## src/dspp_regs.svh

```systemverilog
// Named constants of the decoder status parallel port: pin indices, masks,
// header field positions and start-up timing.
// Assumes a 40 MHz system clock and a 32-bit stream header word.
`ifndef DSPP_REGS_SVH
`define DSPP_REGS_SVH

// ----------------------------------------------------------------------
// Parallel line indices
// ----------------------------------------------------------------------
`define DSPP_PIO_W 20
`define DSPP_PIN_MODE 0
`define DSPP_PIN_FORMAT 1
`define DSPP_PIN_LAYER2 2
`define DSPP_PIN_LAYER3 3
`define DSPP_PIN_CLKSEL 4
`define DSPP_PIN_SCALER 8
`define DSPP_PIN_LAYER_LO 12
`define DSPP_PIN_LAYER_HI 13
`define DSPP_PIN_ALT_DATA 14
`define DSPP_PIN_ALT_FRAME 15
`define DSPP_PIN_ALT_CLOCK 16
`define DSPP_PIN_VERSION 17
`define DSPP_PIN_IDEXT 18
`define DSPP_PIN_DEMAND 19
// Lines that carry status in operation
`define DSPP_DRIVE_MASK 20'hE311F
`define DSPP_PIO_ZERO 20'h00000

// ----------------------------------------------------------------------
// Stream header bit positions
// ----------------------------------------------------------------------
`define DSPP_HB_IDEXT 11
`define DSPP_HB_VERSION 12
`define DSPP_HB_LAYER_A 13
`define DSPP_HB_LAYER_B 14
`define DSPP_HB_SF_A 20
`define DSPP_HB_SF_B 21
`define DSPP_HB_EMPH_A 30
`define DSPP_HB_EMPH_B 31
// Layer code {bit13, bit14}
`define DSPP_LAYER2_CODE 2'h2
`define DSPP_LAYER3_CODE 2'h1

// ----------------------------------------------------------------------
// Mirror vector positions
// ----------------------------------------------------------------------
`define DSPP_MIR_W 8
`define DSPP_MIR_IDEXT 0
`define DSPP_MIR_VERSION 1
`define DSPP_MIR_LAYER_A 2
`define DSPP_MIR_LAYER_B 3
`define DSPP_MIR_SF_A 4
`define DSPP_MIR_SF_B 5
`define DSPP_MIR_EMPH_A 6
`define DSPP_MIR_EMPH_B 7
`define DSPP_MIR_RESET 8'h00

// ----------------------------------------------------------------------
// Start-up timing
// ----------------------------------------------------------------------
`define DSPP_CLK_PERIOD_NS 25
`define DSPP_STARTUP_NS 1000
`define DSPP_CNT_W 8
`define DSPP_CNT_ZERO 8'h00

`endif

```

## src/dspp_pkg.sv

```systemverilog
// Types shared by the decoder status parallel port.
// Assumes dspp_regs.svh supplies the numeric constants.
package dspp_pkg;

	// Start-up sequence of the port
	typedef enum logic [1:0] {
		DSPP_WAIT = 2'b00,
		DSPP_SAMPLE = 2'b01,
		DSPP_OPERATE = 2'b10
	} dspp_state_type;

endpackage

```

## src/dspp_hdr_latch.sv

```systemverilog
// Holding register for the stream header fields mirrored on the port.
// Assumes load is a one-cycle pulse per decoded header, on the local reset.
`timescale 1ns/100ps
`include "dspp_regs.svh"

module dspp_hdr_latch
	import dspp_pkg::*;
(
	input wire logic sys_clk,
	input wire logic rst_local_n,
	input wire logic load,
	input wire logic [31:0] hdr_word,
	output logic [`DSPP_MIR_W-1:0] mirror_ff
);

	// ------------------------------------------------------------------
	// Field capture
	// ------------------------------------------------------------------
	// Loaded only on a new header so the lines hold for the whole frame
	always_ff @(posedge sys_clk or negedge rst_local_n)
	begin
		if (!rst_local_n)
			mirror_ff <= `DSPP_MIR_RESET;
		else if (load)
		begin
			mirror_ff[`DSPP_MIR_IDEXT] <= hdr_word[`DSPP_HB_IDEXT];
			mirror_ff[`DSPP_MIR_VERSION] <= hdr_word[`DSPP_HB_VERSION];
			mirror_ff[`DSPP_MIR_LAYER_A] <= hdr_word[`DSPP_HB_LAYER_A];
			mirror_ff[`DSPP_MIR_LAYER_B] <= hdr_word[`DSPP_HB_LAYER_B];
			mirror_ff[`DSPP_MIR_SF_A] <= hdr_word[`DSPP_HB_SF_A];
			mirror_ff[`DSPP_MIR_SF_B] <= hdr_word[`DSPP_HB_SF_B];
			mirror_ff[`DSPP_MIR_EMPH_A] <= hdr_word[`DSPP_HB_EMPH_A];
			mirror_ff[`DSPP_MIR_EMPH_B] <= hdr_word[`DSPP_HB_EMPH_B];
		end
	end

endmodule

```

## src/dspp_port.sv

```systemverilog
// Decoder status parallel port: start-up strap capture, then status
// output on the dual-purpose parallel lines.
// Assumes decoder events arrive as one-cycle pulses on sys_clk and the
// pad ring resolves the line level from pio_out_ff and pio_oe_ff.
`timescale 1ns/100ps
`include "dspp_regs.svh"

// Contract
// - Sample operating mode strap at start-up
// - Sample output format strap at start-up
// - Sample layer 2 enable strap
// - Sample layer 3 enable strap
// - Sample input clock frequency select strap
// - Sample clock output scaler strap
// - Strap sampling ignores handshake inputs
// - Drive status when selected and direction high
// - Demand line high when data needed
// - Mirror sampling-frequency bits on layer straps
// - Mirror emphasis bits on format/mode straps
// - Mirror id extension, version, layer bits
// - Error flag on CRC fail or no stream
// - Error flag lasts exactly one frame; here it is held from the failure to the next frame boundary
// - Sync flag inactive after reset
// - Sync flag set on valid layer 2/3 header
// - Sync flag cleared by ancillary data read
// - Upper three lines usable as serial inputs; here lines 14 to 16 are used
// - Handshake outputs stay inactive, unused
// - Decoder runs only while enable held
// - Ready reports clock, then synthesizer lock
module dspp_port
	import dspp_pkg::*;
(
	input wire logic sys_clk,
	input wire logic rst_n,
	input wire logic [`DSPP_PIO_W-1:0] pio_in,
	output logic [`DSPP_PIO_W-1:0] pio_out_ff,
	output logic [`DSPP_PIO_W-1:0] pio_oe_ff,
	input wire logic pio_select_n,
	input wire logic pio_direction_select,
	input wire logic decoder_enable,
	input wire logic input_clock_valid,
	input wire logic synth_locked,
	input wire logic demand_need,
	input wire logic frame_start,
	input wire logic hdr_strobe,
	input wire logic [31:0] hdr_word,
	input wire logic decoder_synced,
	input wire logic crc_error,
	input wire logic no_stream,
	input wire logic ancillary_read,
	input wire logic alt_serial_enable,
	output logic alt_serial_clock_fn_ff,
	output logic alt_serial_frame_fn_ff,
	output logic alt_serial_data_fn_ff,
	output logic cfg_broadcast_mode_ff,
	output logic cfg_format_16bit_ff,
	output logic cfg_layer2_en_ff,
	output logic cfg_layer3_en_ff,
	output logic cfg_clk_alt_freq_ff,
	output logic cfg_clkout_scaler_ff,
	output logic startup_done_ff,
	output logic decoder_run_ff,
	output logic decoder_ready_ff,
	output logic ready_to_read_n_ff,
	output logic ready_to_write_n_ff,
	output logic dma_end_n_ff
);

	// ------------------------------------------------------------------
	// Functions
	// ------------------------------------------------------------------
	// Least time in ns to whole clock cycles, never below one
	function automatic logic [`DSPP_CNT_W-1:0] ns_to_cycles(input int ns);
		int c;
		c = (ns + `DSPP_CLK_PERIOD_NS - 1) / `DSPP_CLK_PERIOD_NS;
		if (c < 1)
			c = 1;
		return c[`DSPP_CNT_W-1:0];
	endfunction

	// Header carries layer 2 or layer 3
	function automatic logic layer_ok(input logic [31:0] h);
		logic [1:0] code;
		code = {h[`DSPP_HB_LAYER_A], h[`DSPP_HB_LAYER_B]};
		return (code == `DSPP_LAYER2_CODE) || (code == `DSPP_LAYER3_CODE);
	endfunction

	localparam logic [`DSPP_CNT_W-1:0] STARTUP_CYCLES = ns_to_cycles(`DSPP_STARTUP_NS);

	// ------------------------------------------------------------------
	// Reset release
	// ------------------------------------------------------------------
	logic rst_sync1_ff;
	logic rst_sync2_ff;
	logic rst_local_n;

	// Two stages so release never lands close to a clock edge
	always_ff @(posedge sys_clk or negedge rst_n)
	begin
		if (!rst_n)
		begin
			rst_sync1_ff <= 1'b0;
			rst_sync2_ff <= 1'b0;
		end
		else
		begin
			rst_sync1_ff <= 1'b1;
			rst_sync2_ff <= rst_sync1_ff;
		end
	end

	assign rst_local_n = rst_sync2_ff;

	// ------------------------------------------------------------------
	// Start-up sequence
	// ------------------------------------------------------------------
	dspp_state_type state_ff;
	dspp_state_type nxt_state;
	logic [`DSPP_CNT_W-1:0] wait_cnt_ff;

	// Straps need settling time after reset before they are trusted
	always_comb
	begin
		nxt_state = state_ff;
		case (state_ff)
			DSPP_WAIT:
				if (wait_cnt_ff == STARTUP_CYCLES)
					nxt_state = DSPP_SAMPLE;
			DSPP_SAMPLE:
				nxt_state = DSPP_OPERATE;
			DSPP_OPERATE:
				nxt_state = DSPP_OPERATE;
			default:
				nxt_state = DSPP_WAIT;
		endcase
	end

	always_ff @(posedge sys_clk or negedge rst_local_n)
	begin
		if (!rst_local_n)
			state_ff <= DSPP_WAIT;
		else
			state_ff <= nxt_state;
	end

	// Settling counter, stops when DSPP_WAIT ends, one cycle before the straps are taken
	always_ff @(posedge sys_clk or negedge rst_local_n)
	begin
		if (!rst_local_n)
			wait_cnt_ff <= `DSPP_CNT_ZERO;
		else if (state_ff == DSPP_WAIT)
			wait_cnt_ff <= wait_cnt_ff + 1'b1;
	end

	always_ff @(posedge sys_clk or negedge rst_local_n)
	begin
		if (!rst_local_n)
			startup_done_ff <= 1'b0;
		else if (state_ff == DSPP_SAMPLE)
			startup_done_ff <= 1'b1;
	end

	// ------------------------------------------------------------------
	// Strap capture
	// ------------------------------------------------------------------
	// Sampled from the lines alone, select and direction play no part
	always_ff @(posedge sys_clk or negedge rst_local_n)
	begin
		if (!rst_local_n)
		begin
			cfg_broadcast_mode_ff <= 1'b0;
			cfg_format_16bit_ff <= 1'b0;
			cfg_layer2_en_ff <= 1'b0;
			cfg_layer3_en_ff <= 1'b0;
			cfg_clk_alt_freq_ff <= 1'b0;
			cfg_clkout_scaler_ff <= 1'b0;
		end
		else if (state_ff == DSPP_SAMPLE)
		begin
			cfg_broadcast_mode_ff <= pio_in[`DSPP_PIN_MODE];
			cfg_format_16bit_ff <= pio_in[`DSPP_PIN_FORMAT];
			cfg_layer2_en_ff <= pio_in[`DSPP_PIN_LAYER2];
			cfg_layer3_en_ff <= pio_in[`DSPP_PIN_LAYER3];
			cfg_clk_alt_freq_ff <= pio_in[`DSPP_PIN_CLKSEL];
			cfg_clkout_scaler_ff <= pio_in[`DSPP_PIN_SCALER];
		end
	end

	// ------------------------------------------------------------------
	// Header mirror
	// ------------------------------------------------------------------
	logic [`DSPP_MIR_W-1:0] mirror;
	logic operating;

	assign operating = (state_ff == DSPP_OPERATE);

	dspp_hdr_latch u_hdr_latch (
		.sys_clk(sys_clk),
		.rst_local_n(rst_local_n),
		.load(hdr_strobe),
		.hdr_word(hdr_word),
		.mirror_ff(mirror)
	);

	// ------------------------------------------------------------------
	// Frame error and frame sync flags
	// ------------------------------------------------------------------
	logic err_flag_ff;
	logic sync_flag_ff;
	logic err_event;
	logic sync_event;

	assign err_event = operating && (crc_error || no_stream);
	assign sync_event = operating && hdr_strobe && decoder_synced && layer_ok(hdr_word);

	// Held to the next frame boundary; a new failure there re-arms it
	always_ff @(posedge sys_clk or negedge rst_local_n)
	begin
		if (!rst_local_n)
			err_flag_ff <= 1'b0;
		else if (err_event)
			err_flag_ff <= 1'b1;
		else if (frame_start)
			err_flag_ff <= 1'b0;
	end

	// Set beats the ancillary read so a header in that cycle is kept
	always_ff @(posedge sys_clk or negedge rst_local_n)
	begin
		if (!rst_local_n)
			sync_flag_ff <= 1'b0;
		else if (sync_event)
			sync_flag_ff <= 1'b1;
		else if (ancillary_read)
			sync_flag_ff <= 1'b0;
	end

	// ------------------------------------------------------------------
	// Parallel line drive
	// ------------------------------------------------------------------
	logic [`DSPP_PIO_W-1:0] nxt_pio_out;
	logic drive_on;

	assign drive_on = startup_done_ff && !pio_select_n && pio_direction_select;

	always_comb
	begin
		nxt_pio_out = `DSPP_PIO_ZERO;
		nxt_pio_out[`DSPP_PIN_MODE] = mirror[`DSPP_MIR_EMPH_B];
		nxt_pio_out[`DSPP_PIN_FORMAT] = mirror[`DSPP_MIR_EMPH_A];
		nxt_pio_out[`DSPP_PIN_LAYER2] = mirror[`DSPP_MIR_SF_B];
		nxt_pio_out[`DSPP_PIN_LAYER3] = mirror[`DSPP_MIR_SF_A];
		nxt_pio_out[`DSPP_PIN_CLKSEL] = sync_flag_ff;
		nxt_pio_out[`DSPP_PIN_SCALER] = err_flag_ff;
		nxt_pio_out[`DSPP_PIN_LAYER_LO] = mirror[`DSPP_MIR_LAYER_B];
		nxt_pio_out[`DSPP_PIN_LAYER_HI] = mirror[`DSPP_MIR_LAYER_A];
		nxt_pio_out[`DSPP_PIN_VERSION] = mirror[`DSPP_MIR_VERSION];
		nxt_pio_out[`DSPP_PIN_IDEXT] = mirror[`DSPP_MIR_IDEXT];
		nxt_pio_out[`DSPP_PIN_DEMAND] = demand_need;
	end

	always_ff @(posedge sys_clk or negedge rst_local_n)
	begin
		if (!rst_local_n)
			pio_out_ff <= `DSPP_PIO_ZERO;
		else
			pio_out_ff <= nxt_pio_out;
	end

	// Serial input lines are never in the mask, so they stay inputs
	always_ff @(posedge sys_clk or negedge rst_local_n)
	begin
		if (!rst_local_n)
			pio_oe_ff <= `DSPP_PIO_ZERO;
		else if (drive_on)
			pio_oe_ff <= `DSPP_DRIVE_MASK;
		else
			pio_oe_ff <= `DSPP_PIO_ZERO;
	end

	// ------------------------------------------------------------------
	// Alternative serial inputs
	// ------------------------------------------------------------------
	// Registered once; the serial receiver must tolerate one cycle of lag
	always_ff @(posedge sys_clk or negedge rst_local_n)
	begin
		if (!rst_local_n)
		begin
			alt_serial_clock_fn_ff <= 1'b0;
			alt_serial_frame_fn_ff <= 1'b0;
			alt_serial_data_fn_ff <= 1'b0;
		end
		else
		begin
			alt_serial_clock_fn_ff <= alt_serial_enable && pio_in[`DSPP_PIN_ALT_CLOCK];
			alt_serial_frame_fn_ff <= alt_serial_enable && pio_in[`DSPP_PIN_ALT_FRAME];
			alt_serial_data_fn_ff <= alt_serial_enable && pio_in[`DSPP_PIN_ALT_DATA];
		end
	end

	// ------------------------------------------------------------------
	// Decoder enable, ready and unused handshake
	// ------------------------------------------------------------------
	always_ff @(posedge sys_clk or negedge rst_local_n)
	begin
		if (!rst_local_n)
		begin
			decoder_run_ff <= 1'b0;
			decoder_ready_ff <= 1'b0;
			ready_to_read_n_ff <= 1'b1;
			ready_to_write_n_ff <= 1'b1;
			dma_end_n_ff <= 1'b1;
		end
		else
		begin
			decoder_run_ff <= decoder_enable && startup_done_ff;
			decoder_ready_ff <= decoder_enable ? synth_locked : input_clock_valid;
			ready_to_read_n_ff <= 1'b1;
			ready_to_write_n_ff <= 1'b1;
			dma_end_n_ff <= 1'b1;
		end
	end
endmodule

```

## config.mk

```make
export PLATFORM = sky130hd
export DESIGN_NAME = dspp_port
export DESIGN_NICKNAME = d
export VERILOG_FILES = /design/src/dspp_pkg.sv /design/src/dspp_hdr_latch.sv /design/src/dspp_port.sv
export VERILOG_INCLUDE_DIRS = /design/src
export SDC_FILE = /design/constraint.sdc
export NUM_CORES = 1
export LEC_CHECK = 0
export BUFFER_PORTS_ARGS = -buffer_cell sky130_fd_sc_hd__buf_2
export CAP_MARGIN = 20
export CORE_UTILIZATION = 46
export CTS_CLUSTER_SIZE = 25
export DETAILED_ROUTE_END_ITERATION = 6
export PLACE_DENSITY = 0.83
export SYNTH_ARGS = -nofsm -noshare
export SYNTH_HDL_FRONTEND = slang
export SYNTH_HIERARCHICAL = 1
export SYNTH_SLANG_ARGS = --single-unit
```

## constraint.sdc

```tcl
create_clock -name sys_clk -period 2.57 [get_ports sys_clk]
set_input_delay 0.1285 -clock sys_clk [delete_from_list [all_inputs] [get_ports sys_clk]]
set_output_delay 0.1285 -clock sys_clk [all_outputs]
set_load 0.005 [all_outputs]
```

## After elaboration in Yosys (flattened, before gate mapping)

Cells that the tools add are included.

| storage, ports and cells | value |
|---|---|
| output and inout port bits | 55 |
| bits in registers | 65 |
| input port bits | 67 |
| word-level logic and storage cells | 53 |

| operators by class | value |
|---|---|
| add/sub/neg operators | 1 |
| muxes and demuxes | 8 |
| reduce and logical (&&, ||, !) cells | 17 |
| equality and inequality tests | 6 |

Operator list:

| cell | count |
|---|---|
| 20-bit 2-to-1 mux | 1 |
| 1-bit logical AND | 10 |
| 8-bit by 1-bit adder with 8-bit output (second input constant) | 1 |
| 8-bit by 6-bit equality test with 1-bit output (second input constant) | 1 |
| 1-bit 2-to-1 mux | 5 |
| 2-bit by 1-bit equality test with 1-bit output (second input constant) | 2 |
| 2-bit equality test (second input constant) | 2 |
| 2-bit one-hot mux with 2 select lines | 1 |
| 2-bit nonzero test | 2 |
| 2-bit zero test | 1 |
| 1-bit logical OR | 2 |
| 2-bit 2-to-1 mux | 1 |
| 2-bit inequality test (second input constant) | 1 |
| 2-bit OR reduction | 1 |
| 1-bit zero test | 1 |

## Logic depth before layout (Yosys ltp)

Gate-level depths: netlist of the first run.

| depth | value |
|---|---|
| depth in word-level cells | 5 |
| mapped depth | 5 |

## Modules after synthesis

The synthesis of the first run kept the hierarchy.

By module, submodules not included:

| module | cells each | area each (um^2) | sequential area each (um^2) | times used |
|---|---|---|---|---|
| dspp_port | 125 | 1625.3 | 950.9 | 1 |
| dspp_hdr_latch | 17 | 331.6 | 200.2 | 1 |

## Worst setup path before layout of the first run

No wires, ideal clock.

| timing | value |
|---|---|
| kind | reg-to-reg |
| start | reg wait_cnt_ff[0] |
| end | reg state_ff[0] |
| clock period less this slack | 1460 ps |
| buffers on the path | 0 |
| arrival time | 1335 ps |
| library setup time | 125 ps |
| slack | 1110 ps |
| cell stages (with the launch flop) | 6 |
| path through | dfrtp_1 > inv_1 > ha_1 > nand4bb_1 > o41ai_4 > mux2_4 |

| on the way | value |
|---|---|
| word-level cells in the longest chain between the ends | 2 |

RTL lines:

| element | line | RTL |
|---|---|---|
| start, declared | dspp_port.sv:119 | `` logic [`DSPP_CNT_W-1:0] wait_cnt_ff; `` |
| start signal, assigned | dspp_port.sv:150 | `` wait_cnt_ff <= `DSPP_CNT_ZERO; `` |
| start signal, assigned | dspp_port.sv:152 | `wait_cnt_ff <= wait_cnt_ff + 1'b1;` |
| 8-bit by 6-bit equality test with 1-bit output | dspp_port.sv:127 | `if (wait_cnt_ff == STARTUP_CYCLES)` |
| 2-bit inequality test (no source line) | - |  |
| end signal, assigned | dspp_port.sv:143 | `state_ff <= nxt_state;` |
| end, declared | dspp_port.sv:117 | `dspp_state_type state_ff;` |

No other way between the ends.
A chain may end at the register's enable or synchronous reset.

## Final worst setup path of the first run

| timing | value |
|---|---|
| start | reg wait_cnt_ff[0] |
| end | reg state_ff[1] |

Same word-level chain as after synthesis.

==> out/results.md, run 1 <==
## Outcome
• status: complete, no violations

## CTS
• number of cells upsized or downsized after cts: 0
• clock tree buffer depth: 2
• clock-pin transition on the worst setup and hold timing paths: 0.08 ns
• CTS tree: yes
• CTS Root Buffer Type: sky130_fd_sc_hd__clkbuf_8
• post-CTS setup-driven buffer insertion count: 0
• number of levels the H-tree was split into: 2
• clock tree sinks: 46
• later-pin clock latency in the skew report: 0.30 ns
• Num CTS Buffers: 5

## Finish
• synthesis-to-finish area growth: 17.2%
• share of post-route cells with drive strength above 1: 0.459
• ant diodes: 0
• total number of nets in the final design: 277

## Run
• Max Cap Violations: 0

## Detailed routing
• number of vias after detailed routing: 1,120
• drt via density: 4.39
• detailed-route DRC error count: 0
• final antenna-violating net count: 0
• total length of routed wires: 2.91 mm
• First-pass DRT Iterations: 4
• number of DRC markers after the initial detailed-route iteration: 22
• routed length on met2: 1.48 mm
• post-route met1 wirelength: 1.17 mm
• routed length on met3: 223 um
• highest routing layer actually used: met4
• wire per inst: 11.4 um

## Timing
• actual slew at the worst max-slew pin: 0.914 ns
• setup-violating endpoint count in the final report: 0
• count of pins over their slew limit: 0
• Max Fclk: 0.639 GHz
• final hold violation count: 0
• worst hold margin: 0.0113 ns
• fraction of the cycle the final worst path needs: 0.609
• Relative slew margins: 0.391
• final clock skew: 0.00980 ns
• final setup TNS: 0 ns
• fin crit period: 1.57 ns
• RSZ-0062 raised after global routing: false

## Critical path
• Worst R2R Path Depth: 5
• data required time of the worst path: 2.76 ns
• Critical Path End Type: register
• critical path data arrival time: 1.76 ns
• worst reg2reg setup slack: 1.00 ns
• end of the worst register-to-register path: state_ff[1]
• Crit Reg-Reg Startpoint: wait_cnt_ff[0]
• CP startpoint kind: register
• start-to-end type of the worst setup path: reg2reg
• maximum fanout encountered on the critical timing path: 5

## Logic synthesis
• cell area after synthesis: 0.00196 mm2
• FFs w/ async S/R, synth: 1.00
• library cell occupying the most area in the post-synthesis netlist: sky130_fd_sc_hd__dfrtp_1
• cell with the most instances after synthesis: sky130_fd_sc_hd__dfrtp_1
• part of the Yosys area used for sequential elements: 0.588
• Post-Syn Instances: 142
• average instance area after synthesis: 13.8 um2
• distinct cell type count of the synthesized netlist: 23
• total of warnings raised by yosys: 6
• Synth top area share: 0.588
• Synth area leaders: sky130_fd_sc_hd__dfrtp_1 (59%), sky130_fd_sc_hd__buf_4 (12%), sky130_fd_sc_hd__mux2_4 (7.7%)
• Post-synth EDFFs: 0
• most used flip-flop cell after synthesis: sky130_fd_sc_hd__dfrtp_1
• Yosys reg bits: 46
• list of most frequent post-synthesis cells: sky130_fd_sc_hd__dfrtp_1 (46), sky130_fd_sc_hd__buf_4 (31), sky130_fd_sc_hd__mux2_4 (10), sky130_fd_sc_hd__mux2_2 (7)

## Power and ir drop
• PwrDens: 585 mW/mm2
• leakage power of the design: 1.19 nW
• worst IR drop on VDD: 352 uV

## Floorplan
• I/O Pins: 122
• die height: 67.2 um
• area of the core: 0.00403 mm2
• number of core rows: 23
• width of the chip: 67.2 um
• starting utilization of the core area: 0.486
• full die area: 0.00452 mm2

## Placement
• HPWL Detailed: 2.09 mm
• Final GP Congestion: 0.684
• number of buffer cells added on primary ports: 65

## GRT
• antenna violations before repair: 0
• first-pass GRT wire length: 4.55 mm
• total congestion overflow after global routing: 0
• maximum number of pins on one net before global-route repair: 45
• number of global-route vias before repair: 1,036
• combined global-route utilization of all metal layers: 0.142

## Hold path
• sink of the worst hold path: err_flag_ff
• Worst Hold Path Cells: 2
• path class of the lowest-slack min-delay path: in2reg
• startpoint of the lowest-slack hold path: frame_start

==> what timing repair did <==
item                                    CTS  global route
endpoints found under the setup margin    0             0
hold buffers                              3             0
endpoints found under the hold margin     4             0
==> cell type report <==
class	instances	area [um2]
Fill cell	330	1740
Sequential cell	46	1150
Multi-Input combinational cell	76	607
Timing Repair Buffer	68	355
Clock buffer	5	68.8
Tap cell	50	62.6
Inverter	7	26.3
Clock inverter	3	21.3
==> how the worst max path moves through the flow <==
stage | start | to | depth (start not counted) | slack, ns
after CTS | wait_cnt_ff[0] | state_ff[1] | 5 | 0.99
after floorplan | wait_cnt_ff[0] | state_ff[0] | 5 | 1.11
after global routing | wait_cnt_ff[1] | state_ff[1] | 5 | 0.94
final | wait_cnt_ff[0] | state_ff[1] | 5 | 1.00
after detailed placement | wait_cnt_ff[0] | state_ff[1] | 5 | 1.01
after global placement | wait_cnt_ff[0] | state_ff[1] | 5 | 1.03
==> where the power goes <==
group          internal, mW  switching [mW]  leakage, nW
Combinational        0.0686          0.0425        0.606
Clock                 0.191           0.246       0.0441
Sequential            0.765          0.0293        0.539
Total                  1.02           0.318         1.19
==> kinds of logic after synthesis <==
| logic type | synth area share |
|---|---|
| AOI/OAI and AO/OA | 0.0249 |
| other | 0.00384 |
| DFF | 0.588 |
| muxes | 0.117 |
| buffers and inverters | 0.140 |
| and+or+nand+nor | 0.0518 |
| xor gates and xnor gates | 0.0358 |
| adders and majority gates | 0.0384 |
==> stage by stage <==
stage / area, um2 / std cells / worst slack [ns] / power (mW) / utilization
detailed placement: 2170 / 244 / 1.01 / 0.919 / 0.539
floorplan: 2030 / 162 / 1.11 / 0.887 / -
global route: 2290 / 255 / 0.940 / 1.42 / 0.569
CTS: 2290 / 255 / 0.991 / 1.37 / 0.569
finish: 2290 / 255 / 1.00 / 1.34 / 0.569
global placement: 2170 / 244 / 1.03 / 0.912 / 0.539
==> registers in the layout (all words and copies together) (netlist names), 2 cells and up <==
| register | count |
|---|---|
| pio_out_ff | 11 |
| state_ff | 2 |
| u_hdr_latch/mirror_ff | 8 |
| wait_cnt_ff | 8 |
==> cells in the final DEF, fill, tap and decap left out, drive strengths merged <==
cell         instances
buf                 65
dfrtp               46
conb                22
mux2                17
inv                  7
xnor2                6
ha                   6
clkbuf               5
nand2                4
and2                 4
nand4                4
o21ai                3
dlygate4sd3          3
nor2                 2
xor2                 2
clkinv               2
nand4bb              1
o41ai                1
or2                  1
nand3                1
o22ai                1
and3                 1
clkinvlp             1
==> critical path, stage by stage, from the launching register on <==
cell and delay [ns]:
sky130_fd_sc_hd__dfrtp_1 0.44, sky130_fd_sc_hd__inv_1 0.08, sky130_fd_sc_hd__ha_1 0.14, sky130_fd_sc_hd__nand4bb_1 0.15, sky130_fd_sc_hd__o41ai_4 0.32, sky130_fd_sc_hd__mux2_4 0.33
==> routing by layer <==
layer | vias to the layer above | track usage
met5 | - | 0
met4 | 0 | 0.0638
met3 | 5 | 0.0574
met2 | 62 | 0.243
met1 | 520 | 0.154
li1 | 533 | -
(Power assumes the default switching activity.)
==> inputs of run 2 (changes only) <==
- CORE_UTILIZATION: 46 -> 42
- PLACE_DENSITY: 0.83 -> 0.77
- clock period: 2.57 -> 1.5 ns (I/O delays scaled with it)
==> run 2 against run 1 <==
Largest cell class unchanged. Register-to-register slack lost 1.0 ns. The run now ends with negative setup slack left. Non-clock buffer count rose by 17. Worst setup slack worse by 1.0 ns. Critical path depth unchanged. Clock power up 62%. Routed wire length grew 4.3%. Sequential cell count unchanged. Largest power group unchanged.
==> out/results.md, run 2 (synthesized netlist as in run 1, its figures left out) <==
## Outcome
• status: finished with violations
• violated checks: negative setup slack

## Power and ir drop
• Seq pwr share: 0.590
• net switching share of the total power: 0.225
• Clk pwr share: 0.310
• leakage power of the design: 1.26 nW
• combinational share of power: 0.100
• internal power consumption: 1.77 mW
• worst IR drop on VDD: 712 uV
• total power: 2.29 mW
• PwrDens: 927 mW/mm2
• net switching power: 0.515 mW

## Critical path
• CP startpoint kind: register
• Cell Chain, Critical Path: inv_2 -> ha_4 -> nand4bb_1 -> o41ai_4 -> mux2_4
• longest individual stage delay on the worst path: 0.40 ns
• maximum fanout encountered on the critical timing path: 2
• critical path data arrival time: 1.69 ns
• Worst path slowest cell: sky130_fd_sc_hd__dfrtp_1
• data required time of the worst path: 1.68 ns
• start-to-end type of the worst setup path: reg2reg
• Critical Path End Type: register

## Detailed routing
• final antenna-violating net count: 0
• wire per inst: 11.1 um
• detailed-route DRC error count: 0
• drt via density: 4.35
• number of vias after detailed routing: 1,187
• total length of routed wires: 3.03 mm
• First-pass DRT Iterations: 2
• number of DRC markers after the initial detailed-route iteration: 45

## Finish
• registers with the most flip-flops: pio_out_ff (11), u_hdr_latch/mirror_ff (8), wait_cnt_ff (8)
• ant diodes: 0
• synthesis-to-finish area growth: 26.0%
• flip-flop count of the largest register after layout: 11
• commonest non-fill, non-tap cells in the layout: sky130_fd_sc_hd__buf_2 (65), sky130_fd_sc_hd__dfrtp_1 (45), sky130_fd_sc_hd__conb_1 (22)
• register with the most flip-flops: pio_out_ff
• share of post-route cells with drive strength above 1: 0.457
• most common cell after layout, fill and taps aside: sky130_fd_sc_hd__buf_2
• final standard cell count with taps included and fillers excluded: 273
• total number of nets in the final design: 294
• fin area: 0.00247 mm2

## GRT
• combined global-route utilization of all metal layers: 0.130
• antenna violations before repair: 0
• maximum number of pins on one net before global-route repair: 26
• total congestion overflow after global routing: 0
• first-pass GRT wire length: 4.89 mm
• number of global-route vias before repair: 1,154

## Placement
• number of buffer cells added on primary ports: 65
• HPWL Detailed: 2.15 mm
• Final GP Congestion: 0.778
• area post-placement: 0.00222 mm2
• placed instance count: 250

## CTS
• clock tree sinks: 46
• Num CTS Buffers: 5
• CTS Root Buffer Type: sky130_fd_sc_hd__clkbuf_8
• later-pin clock latency in the skew report: 0.29 ns
• number of levels the H-tree was split into: 2
• clock-pin transition on the worst setup and hold timing paths: 0.08 ns
• clock tree buffer depth: 2
• CTS tree: yes

## Floorplan
• full die area: 0.00494 mm2
• width of the chip: 70.3 um
• starting utilization of the core area: 0.443
• I/O Pins: 122
• number of core rows: 24
• area of the core: 0.00441 mm2
• die height: 70.3 um

## Timing
• fin crit period: 1.51 ns
• RSZ-0062 raised after global routing: true
• setup-violating endpoint count in the final report: 2
• worst-case setup margin in the final layout: -0.0114 ns
• final hold violation count: 0
• count of pins over their slew limit: 0
• Max Fclk: 0.662 GHz
• final setup TNS: -0.0183 ns
• final clock skew: 0.00500 ns
• fraction of the cycle the final worst path needs: 1.01

## Run
• Max Cap Violations: 0

## Hold path
• path class of the lowest-slack min-delay path: in2reg

## run 2: stage by stage
| step | util | hold slack (ns) | setup slack (ns) |
|---|---|---|---|
| after floorplan | - | -0.221 | 0.0403 |
| after global placement | 0.503 | -0.139 | 0.00972 |
| after detailed placement | 0.503 | -0.138 | -0.0170 |
| after CTS | 0.545 | 0.00224 | -0.0262 |
| after global routing | 0.559 | 0.000566 | -0.0763 |
| final | 0.559 | 0.0113 | -0.0114 |
## run 2: power by group through the flow
stage | logic (mW) | clock network (mW) | registers (mW)
2_1_floorplan | 0.136 | 0 | 1.38
3_3_place_gp | 0.200 | 0 | 1.37
3_5_place_dp | 0.204 | 0 | 1.38
4_1_cts | 0.224 | 0.739 | 1.35
5_1_grt | 0.254 | 0.794 | 1.36
6_report | 0.229 | 0.708 | 1.35
## run 2: worst max-delay path: cells and delay by family, from the launching register on
family / cells / cell delay [ns]
AO/OA/AOI/OAI: 1 / 0.32
adder cells (fa/ha/maj): 1 / 0.12
buffers and inverters: 1 / 0.08
flip-flops: 1 / 0.40
multiplexers: 1 / 0.33
AND/OR/NAND/NOR: 1 / 0.14
## run 2: path summary, 6_finish.rpt
kind                                start                       end  slack [ns]  cells after the start
setup / recovery           wait_cnt_ff[1]               state_ff[1]       -0.01                      5
hold / removal               hdr_word[20]  u_hdr_latch/mirror_ff[4]        0.01                      2
setup reg to reg           wait_cnt_ff[1]               state_ff[1]       -0.01                      5
hold reg to reg               rst_local_n    alt_serial_frame_fn_ff        0.21                      0
max in group asynchronous     rst_local_n          decoder_ready_ff        0.80                      1
min in group asynchronous           rst_n              rst_sync1_ff        0.09                      2
## run 2: area by class of cell
type | instances | area, um2
Clock inverter | 1 | 7.51
Fill cell | 380 | 1950
Clock buffer | 6 | 72.6
Tap cell | 52 | 65.1
Timing Repair Buffer | 85 | 523
Multi-Input combinational cell | 76 | 619
Sequential cell | 46 | 1150
Inverter | 7 | 26.3
## run 2: per-layer routing
layer,wire length [um],vias to the layer above,global-route usage,share of wire
met1,1240,564,0.142,0.41
met5,0,-,0,0
li1,-,562,-,-
met2,1590,56,0.224,0.52
met4,44,0,0.0689,0.015
met3,155,5,0.0404,0.051
## run 2: what timing repair did
action                                 CTS  global route
resized for setup                        0             4
setup endpoints to repair                2             5
hold buffers                            10             4
endpoints found under the hold margin    8             4
buffers inserted                         1             1
cloned                                   0             0
